**src/core/trs_defs.svh**
```systemverilog
// timing constants for the three rail sequencer
`ifndef TRS_DEFS_SVH
`define TRS_DEFS_SVH
`define TRS_CLK_MHZ        250
`define TRS_MS_CYCLES      (`TRS_CLK_MHZ * 1000)
`define TRS_REFRESH_US     400
`define TRS_REFRESH_CYCLES (`TRS_REFRESH_US * `TRS_CLK_MHZ)
`define TRS_SETTLE_MS      120
`define TRS_SETTLE_CYCLES  (`TRS_SETTLE_MS * `TRS_MS_CYCLES)
`define TRS_OPT_10MS_MS    10
`define TRS_OPT_30MS_MS    30
`define TRS_OPT_60MS_MS    60
`define TRS_OPT_120MS_MS   120
`define TRS_OPT_2MS_MS     2
`define TRS_OPT_16MS_MS    16
`define TRS_TMR_W          32
`endif

```
**src/core/trs_pkg.sv**
```systemverilog
// types for the three rail sequencer
package trs_pkg;
  typedef enum logic [2:0] {
    timing_option_10ms,
    timing_option_30ms,
    timing_option_60ms,
    timing_option_120ms,
    timing_option_2ms,
    timing_option_16ms
  } trs_timing_e;

  typedef enum logic [2:0] {
    TRS_ST_OFF,
    TRS_ST_UP,
    TRS_ST_ON,
    TRS_ST_DOWN,
    TRS_ST_SETTLE
  } trs_state_e;
endpackage

```
**src/core/trs_sequencer.sv**
```systemverilog
// three rail power sequencing state machine
// Functional notes
// - after reset all outputs low, no timer runs until enable first rises
// - enable high: delay 1, release 1, delay 2, release 2, delay 3, release 3
// - enable drops before output 1 released: timer cleared, outputs stay low
// - enable low: power-down delay, then drop rails one by one after delays
// - three power-down delays programmable separately from power-up delays
// - enable drop after first delay mid power-up gives a controlled shutdown
// - falling edge restarts running timer; power-up finishes before power-down
// - after forced power-up completion wait 120 ms before power-down
// - enable rise mid power-down, after first delay, finishes power-down first
// - rising edge restarts running timer; remaining rails drop in programmed order
// - after forced power-down completion wait 120 ms before power-up
// - all six delays derive from the one system clock
// - first up and first down delays lengthened by 400 us refresh time
// - option 1: up order 1-2-3, down order 3-2-1
// - up order fixed; options 1..6 pick down orders 321,312,231,213,132,123
`timescale 1ns/1ps
`include "trs_defs.svh"
module trs_sequencer
  import trs_pkg::*;
#(
  parameter int          TW           = `TRS_TMR_W,
  parameter logic [2:0]  SEQ_OPTION   = 3'h1,
  parameter trs_timing_e TIMING       = timing_option_10ms,
  // per-delay overrides in cycles; zero selects the timing option value
  parameter int          UP_CYC_1     = 0,
  parameter int          UP_CYC_2     = 0,
  parameter int          UP_CYC_3     = 0,
  parameter int          DN_CYC_1     = 0,
  parameter int          DN_CYC_2     = 0,
  parameter int          DN_CYC_3     = 0,
  parameter int          REFRESH_CYC  = `TRS_REFRESH_CYCLES,
  parameter int          SETTLE_CYC   = `TRS_SETTLE_CYCLES
) (
  // clock and reset
  input  wire logic clk_sys,
  input  wire logic rst,
  // enable pin, asynchronous
  input  wire logic enable_in,
  // open-drain release outputs
  input  wire logic rail_release_in_1,
  output logic      rail_release_out_1,
  output logic      rail_release_oe_1,
  input  wire logic rail_release_in_2,
  output logic      rail_release_out_2,
  output logic      rail_release_oe_2,
  input  wire logic rail_release_in_3,
  output logic      rail_release_out_3,
  output logic      rail_release_oe_3,
  // status
  output logic [2:0] rail_released
);
  // option delay in cycles, shared by all six delays of the one timer
  function automatic logic [TW-1:0] opt_cycles(trs_timing_e t);
    int ms;
    ms = `TRS_OPT_10MS_MS;
    case (t)
      timing_option_30ms:  ms = `TRS_OPT_30MS_MS;
      timing_option_60ms:  ms = `TRS_OPT_60MS_MS;
      timing_option_120ms: ms = `TRS_OPT_120MS_MS;
      timing_option_2ms:   ms = `TRS_OPT_2MS_MS;
      timing_option_16ms:  ms = `TRS_OPT_16MS_MS;
      default:             ms = `TRS_OPT_10MS_MS;
    endcase
    return TW'(ms * `TRS_MS_CYCLES);
  endfunction

  function automatic logic [TW-1:0] pick(int ovr);
    return (ovr != 0) ? TW'(ovr) : opt_cycles(TIMING);
  endfunction

  // rail index (0..2) dropped at power-down step s
  function automatic logic [1:0] dn_rail(logic [2:0] opt, logic [1:0] s);
    logic [5:0] ord;
    case (opt)
      3'h2:    ord = {2'd1, 2'd0, 2'd2};
      3'h3:    ord = {2'd0, 2'd2, 2'd1};
      3'h4:    ord = {2'd2, 2'd0, 2'd1};
      3'h5:    ord = {2'd1, 2'd2, 2'd0};
      3'h6:    ord = {2'd2, 2'd1, 2'd0};
      default: ord = {2'd0, 2'd1, 2'd2};
    endcase
    return ord[2*s +: 2];
  endfunction

  localparam logic [TW-1:0] UP1 = pick(UP_CYC_1) + TW'(REFRESH_CYC);
  localparam logic [TW-1:0] UP2 = pick(UP_CYC_2);
  localparam logic [TW-1:0] UP3 = pick(UP_CYC_3);
  localparam logic [TW-1:0] DN1 = pick(DN_CYC_1) + TW'(REFRESH_CYC);
  localparam logic [TW-1:0] DN2 = pick(DN_CYC_2);
  localparam logic [TW-1:0] DN3 = pick(DN_CYC_3);
  localparam logic [TW-1:0] SET = TW'(SETTLE_CYC);

  // enable synchroniser; first stage read only by the second
  logic en_m_q, en_s_q, en_d_q;
  always_ff @(posedge clk_sys or posedge rst) begin
    if (rst) begin
      en_m_q <= 1'b0;
      en_s_q <= 1'b0;
      en_d_q <= 1'b0;
    end else begin
      en_m_q <= enable_in;
      en_s_q <= en_m_q;
      en_d_q <= en_s_q;
    end
  end
  wire en_rise = en_s_q & ~en_d_q;
  wire en_fall = ~en_s_q & en_d_q;

  trs_state_e  st_q;
  logic [1:0]  step_q;      // sequence step 0..2
  logic        forced_q;    // opposite sequence pending after settle
  logic [2:0]  rel_q;
  logic        t_load, t_clear, t_exp;
  logic [TW-1:0] t_val;

  trs_timer #(.W(TW)) u_timer (
    .clk_sys  (clk_sys),
    .rst      (rst),
    .load     (t_load),
    .load_val (t_val),
    .clear    (t_clear),
    .expired  (t_exp)
  );

  function automatic logic [TW-1:0] up_delay(logic [1:0] s);
    return (s == 2'd0) ? UP1 : (s == 2'd1) ? UP2 : UP3;
  endfunction
  function automatic logic [TW-1:0] dn_delay(logic [1:0] s);
    return (s == 2'd0) ? DN1 : (s == 2'd1) ? DN2 : DN3;
  endfunction

  // timer control derived from state and enable edges
  always_comb begin
    t_load  = 1'b0;
    t_clear = 1'b0;
    t_val   = '0;
    case (st_q)
      TRS_ST_OFF: begin
        if (en_rise) begin
          t_load = 1'b1;
          t_val  = UP1;
        end
      end
      // an expiry wins over a restart: the next delay starts fresh at that edge anyway
      TRS_ST_UP: begin
        if (en_fall && step_q == 2'd0) begin
          t_clear = 1'b1;
        end else if (t_exp && step_q != 2'd2) begin
          t_load = 1'b1;
          t_val  = up_delay(step_q + 2'd1);
        end else if (t_exp && (forced_q || !en_s_q)) begin
          t_load = 1'b1;
          t_val  = SET;
        end else if (en_fall) begin
          t_load = 1'b1;
          t_val  = up_delay(step_q);
        end
      end
      TRS_ST_ON: begin
        if (en_fall) begin
          t_load = 1'b1;
          t_val  = DN1;
        end
      end
      TRS_ST_DOWN: begin
        if (en_rise && step_q == 2'd0) begin
          t_clear = 1'b1;
        end else if (t_exp && step_q != 2'd2) begin
          t_load = 1'b1;
          t_val  = dn_delay(step_q + 2'd1);
        end else if (t_exp && (forced_q || en_s_q)) begin
          t_load = 1'b1;
          t_val  = SET;
        end else if (en_rise) begin
          t_load = 1'b1;
          t_val  = dn_delay(step_q);
        end
      end
      TRS_ST_SETTLE: begin
        if (t_exp) begin
          t_load = 1'b1;
          t_val  = (rel_q == 3'b111) ? DN1 : UP1;
        end
      end
      default: ;
    endcase
  end

  // sequence state; while a forced run completes only further enable edges in the forcing direction are looked at, to restart the delay
  always_ff @(posedge clk_sys or posedge rst) begin
    if (rst) begin
      st_q     <= TRS_ST_OFF;
      step_q   <= 2'd0;
      forced_q <= 1'b0;
      rel_q    <= 3'b000;
    end else begin
      case (st_q)
        TRS_ST_OFF: begin
          if (en_rise) begin
            st_q   <= TRS_ST_UP;
            step_q <= 2'd0;
          end
        end
        TRS_ST_UP: begin
          if (en_fall && step_q == 2'd0) begin
            st_q <= TRS_ST_OFF;
          end else if (t_exp) begin
            rel_q[step_q] <= 1'b1;
            if (step_q != 2'd2) begin
              step_q <= step_q + 2'd1;
              if (en_fall) forced_q <= 1'b1;
            end else begin
              // a fall on the last expiry still owes the settle gap, else the rails would stay up
              st_q     <= (forced_q || !en_s_q) ? TRS_ST_SETTLE : TRS_ST_ON;
              forced_q <= 1'b0;
            end
          end else if (en_fall) begin
            forced_q <= 1'b1;
          end
        end
        TRS_ST_ON: begin
          if (en_fall) begin
            st_q   <= TRS_ST_DOWN;
            step_q <= 2'd0;
          end
        end
        TRS_ST_DOWN: begin
          if (en_rise && step_q == 2'd0) begin
            st_q <= TRS_ST_ON;
          end else if (t_exp) begin
            rel_q[dn_rail(SEQ_OPTION, step_q)] <= 1'b0;
            if (step_q != 2'd2) begin
              step_q <= step_q + 2'd1;
              if (en_rise) forced_q <= 1'b1;
            end else begin
              // a rise on the last expiry would otherwise be lost and leave the block off
              st_q     <= (forced_q || en_s_q) ? TRS_ST_SETTLE : TRS_ST_OFF;
              forced_q <= 1'b0;
            end
          end else if (en_rise) begin
            forced_q <= 1'b1;
          end
        end
        TRS_ST_SETTLE: begin
          if (t_exp) begin
            st_q   <= (rel_q == 3'b111) ? TRS_ST_DOWN : TRS_ST_UP;
            step_q <= 2'd0;
          end
        end
        default: st_q <= TRS_ST_OFF;
      endcase
    end
  end

  // open drain: drive low whenever a rail is held
  assign rail_release_out_1 = 1'b0;
  assign rail_release_out_2 = 1'b0;
  assign rail_release_out_3 = 1'b0;
  assign rail_release_oe_1  = ~rel_q[0];
  assign rail_release_oe_2  = ~rel_q[1];
  assign rail_release_oe_3  = ~rel_q[2];
  assign rail_released      = rel_q;
endmodule // trs_sequencer

```
**src/core/trs_timer.sv**
```systemverilog
// down counter used as the single sequence timer
`timescale 1ns/1ps
module trs_timer #(
  parameter int W = 32
) (
  // clock and reset
  input  wire logic         clk_sys,
  input  wire logic         rst,
  // control
  input  wire logic         load,
  input  wire logic [W-1:0] load_val,
  input  wire logic         clear,
  // status
  output logic              expired
);
  logic [W-1:0] cnt_q;
  logic         run_q;

  // counts down to one then flags expiry for a single cycle
  always_ff @(posedge clk_sys or posedge rst) begin
    if (rst) begin
      cnt_q <= '0;
      run_q <= 1'b0;
    end else if (clear) begin
      cnt_q <= '0;
      run_q <= 1'b0;
    end else if (load) begin
      cnt_q <= load_val;
      run_q <= 1'b1;
    end else if (run_q) begin
      cnt_q <= cnt_q - W'(1);
      if (cnt_q == W'(1)) run_q <= 1'b0;
    end
  end

  // not gated by load or clear: the sequencer derives load from this flag, so gating by load would close a loop
  assign expired = run_q && (cnt_q == W'(1));
endmodule // trs_timer

```
**config.mk**
```make
export PLATFORM = sky130hd
export DESIGN_NAME = trs_sequencer
export DESIGN_NICKNAME = d
export VERILOG_FILES = /design/src/core/trs_pkg.sv /design/src/core/trs_sequencer.sv /design/src/core/trs_timer.sv
export VERILOG_INCLUDE_DIRS = /design/src /design/src/core
export SDC_FILE = /design/constraint.sdc
export NUM_CORES = 1
export LEC_CHECK = 0
export ABC_CLOCK_PERIOD_IN_PS = 3730
export BUFFER_PORTS_ARGS = -buffer_cell sky130_fd_sc_hd__clkbuf_2
export CAP_MARGIN = 20
export CORE_ASPECT_RATIO = 0.75
export CORE_MARGIN = 2
export CORE_UTILIZATION = 45
export CTS_CLUSTER_SIZE = 25
export DETAILED_ROUTE_END_ITERATION = 8
export GPL_TIMING_DRIVEN = 0
export SETUP_SLACK_MARGIN = 0.5
export SYNTH_ARGS = -nofsm -noshare
export SYNTH_HDL_FRONTEND = slang
export SYNTH_SLANG_ARGS = --single-unit
```
**constraint.sdc**
```tcl
create_clock -name clk_sys -period 3.73 [get_ports clk_sys]
set_input_delay 0.5595 -clock clk_sys [delete_from_list [all_inputs] [get_ports clk_sys]]
set_output_delay 0.5595 -clock clk_sys [all_outputs]
set_load 0.005 [all_outputs]
```
==> key figures <==
Clock tree
  • CTS Buffer Depth: 2
  • Clk sinks: between 40 and 50
  • Clock Pin Slew Worst Setup and Hold Paths: approximately 0.09 ns
  • Hold buffers post-CTS: 0
  • Root buffer cell: clkbuf_8
  • Worst-Skew Late Latency: about 0.30 ns
  • CTS tree: done
  • CTS buffer count: 5
  • CTS H-Tree Depth: 2
  • Post-CTS setup buffers: 0

Logic synthesis
  • Post-Syn Instances: around 340
  • Commonest register cell after synthesis: dfrtp_1
  • Yosys warning count: 0
  • Post-synthesis sequential area ratio: 0.388
  • Area contributors post-synth: dfrtp_1 39%, nor2_1 4.4%, a21oi_1 4.3%, nand2_1 4.1%, xnor2_1 3.0%
  • Share of the synthesized area in the top cell type: 0.388
  • Async S/R FF share, synth: 1.00
  • Synth cell types: between 60 and 70
  • EDFF count, synth: 0
  • Netlist Area Pre-Place: 2900 µm²
  • Syn Area/Cell: 8.47 µm²
  • Cell taking the most area after synthesis: dfrtp_1
  • #FFs+latches synth: between 40 and 50

Timing
  • Setup WS post-layout: around 0.63 ns
  • Setup TNS: 0 ns
  • Final period util: 0.832
  • Setup Skew: about 0.013 ns
  • Worst Tran Pin Value: 0.604 ns
  • FMAX: about 320 MHz
  • RSZ-0062 raised after global routing: yes
  • Final hold violation count: 0
  • Slew Viols, Final: 0
  • Setup violations, final: 0
  • Slew headroom: 0.587
  • Min Tclk post-route: about 3.1 ns

Setup path
  • Crit path max-delay family: simple AND/OR/NAND/NOR gates
  • Worst R2R End: u_timer.cnt_q[15]
  • Crit Reg-Reg Startpoint: u_timer.cnt_q[28]
  • Cell Chain, Critical Path: or3_1 -> or3b_2 -> nor4_1 -> a21oi_1 -> o211ai_1 -> clkbuf_1 -> nand2_1 -> a221o_1
  • CP max-delay cell: or3b_2
  • Crit-path max cell delay: 0.52 ns
  • WP buf/inv: 1
  • Critical path required time: roughly 4 ns
  • R2R cell count: 8
  • Setup CP Type: reg2reg
  • Critical path data arrival time: approximately 3.3 ns
  • CP Launch Type: flop
  • Critical path endpoint category: flop
  • Reg2reg setup slack: around 0.63 ns
  • Critical Path Fanout Max: 10

Detailed routing
  • Initial DRT Pass Iterations: 6
  • DRC viols: 0
  • Vias per inst: just under 6
  • Final WL: approximately 7500 µm
  • Vias: about 2.6k
  • Iter 0 DRT Violations: between 200 and 250
  • Antenna Nets Post-Route: 0
  • WL per Instance: ~17 µm

Floorplanning
  • Chip height: ~74 µm
  • Core box area: 6290 µm²
  • Row cnt: 25
  • Initial Util: 0.462
  • DIE WIDTH: approximately 97 µm
  • Die footprint: ~7100 µm²
  • Io pins: 15

Final layout
  • Final #Nets: 373
  • Fin area: 3160 µm²
  • Most common cell after layout, fill and taps aside: dfrtp_1
  • # diodes: 0
  • Ratio of cells with drive above 1 in the final layout: 0.113
  • Area growth syn-to-layout: 8.88%
  • Commonest cells after routing, fill and taps aside: 45 x dfrtp_1, 33 x nor2_1, 32 x nand2_1, 25 x a21oi_1, 17 x o21ai_0

Run
  • Total of max-cap violations: 0

Power and ir drop
  • Pwr/cell area: ~660 nW/µm²
  • Worst IR Drop VDD: around 0.3 mV
  • Static leakage: ~1.3 nW

Worst hold path
  • Hold crit path type: in2async

Placed design
  • Setup Slack @ Placement: between 0.6 and 0.7 ns
  • Dpl cell area: about 3000 µm²
  • IO buf count: 8
  • Final HPWL DP: ~5600 µm
  • Global placer's final weighted congestion: approximately 0.96

Global route
  • Pin count of the biggest net entering global routing: 35
  • GR Util All Layers: 0.228
  • Grt ovf: 0
  • Number of global-route vias before repair: between 2k and 2.5k
  • Initial antenna violation count: 0
  • Global-route wire length before repair: approximately 13,000 µm

Status
  • Status: finished, final reports clean
[registers in the layout (all words and copies together) (netlist names)]
name           cells
forced_q           1
rail_released      3
step_q             2
en_m_q             1
en_s_q             1
u_timer.cnt_q     32
u_timer.run_q      1
en_d_q             1
st_q               3
[cells by family after synthesis]
kind of cell             share of synthesized area
AO/OA/AOI/OAI                                0.191
other                                      0.00129
multiplexers                               0.00732
flip-flops                                   0.388
XOR/XNOR                                    0.0392
buffers and inverters                       0.0414
AND/OR/NAND/NOR                              0.306
adder cells (fa/ha/maj)                     0.0259
[stage by stage]
stage / util / cells / power [W] / hold slack [ns]
2_1_floorplan: - / 345 / 0.00150 / 0.331
3_3_place_gp: 0.486 / 434 / 0.00176 / 0.336
3_5_place_dp: 0.489 / 435 / 0.00177 / 0.340
4_1_cts: 0.502 / 443 / 0.00208 / 0.184
5_1_grt: 0.503 / 443 / 0.00228 / 0.199
6_report: 0.503 / 443 / 0.00209 / 0.184
[repair_timing]
action / in CTS / in global routing
gates resized for setup: 0 / 5
endpoints found under the hold margin: 0 / 0
setup endpoints to repair: 0 / 12
[per-layer routing]
layer | share of wire | routed length [µm] | track usage | up-vias
met5 | 0 | 0 | 0 | -
met4 | 0.011 | 85 | 0.0548 | 0
met3 | 0.066 | 496 | 0.0428 | 8
met2 | 0.39 | 2950 | 0.306 | 90
met1 | 0.53 | 3930 | 0.370 | 1237
li1 | - | - | - | 1289
[where the power goes]
part	leakage (nW)	internal [W]	switching, W
clock	0.0385	0.000133	0.000172
sequential	0.590	0.000611	0.000143
combinational	0.716	0.000392	0.000637
total	1.34	0.00114	0.000951
[worst max-delay path by stage]
stage | end | slack (ns) | cells after the start | from
5_1_grt | u_timer.cnt_q[15] | 0.47 | 11 | step_q[0]
6_report | u_timer.cnt_q[15] | 0.63 | 8 | u_timer.cnt_q[28]
4_1_cts | u_timer.cnt_q[15] | 0.54 | 8 | en_s_q
2_1_floorplan | u_timer.cnt_q[29] | 1.09 | 7 | u_timer.cnt_q[16]
3_3_place_gp | u_timer.cnt_q[15] | 0.59 | 9 | step_q[0]
3_5_place_dp | u_timer.cnt_q[15] | 0.61 | 8 | en_s_q
[layout make-up]
type | instances | area (µm²)
clock inverter | 1 | 7.51
buffer | 16 | 81.3
clock buffer | 7 | 76.3
inverter | 11 | 41.3
sequential | 45 | 1130
fill | 613 | 3130
timing repair buffer | 9 | 60.1
multi-input combinational | 273 | 1670
tap | 81 | 101
[synthesized netlist by cell type, drive strengths merged, types with 6 or more instances]
library cell,count
a21o,8
a21oi,25
clkbuf,11
dfrtp,45
ha,6
inv,11
nand2,32
nand3,12
nor2,34
nor3,14
nor4,12
o211ai,6
o21ai,17
or2,6
or3,16
xnor2,10
Power figures use the tool's default switching activity.
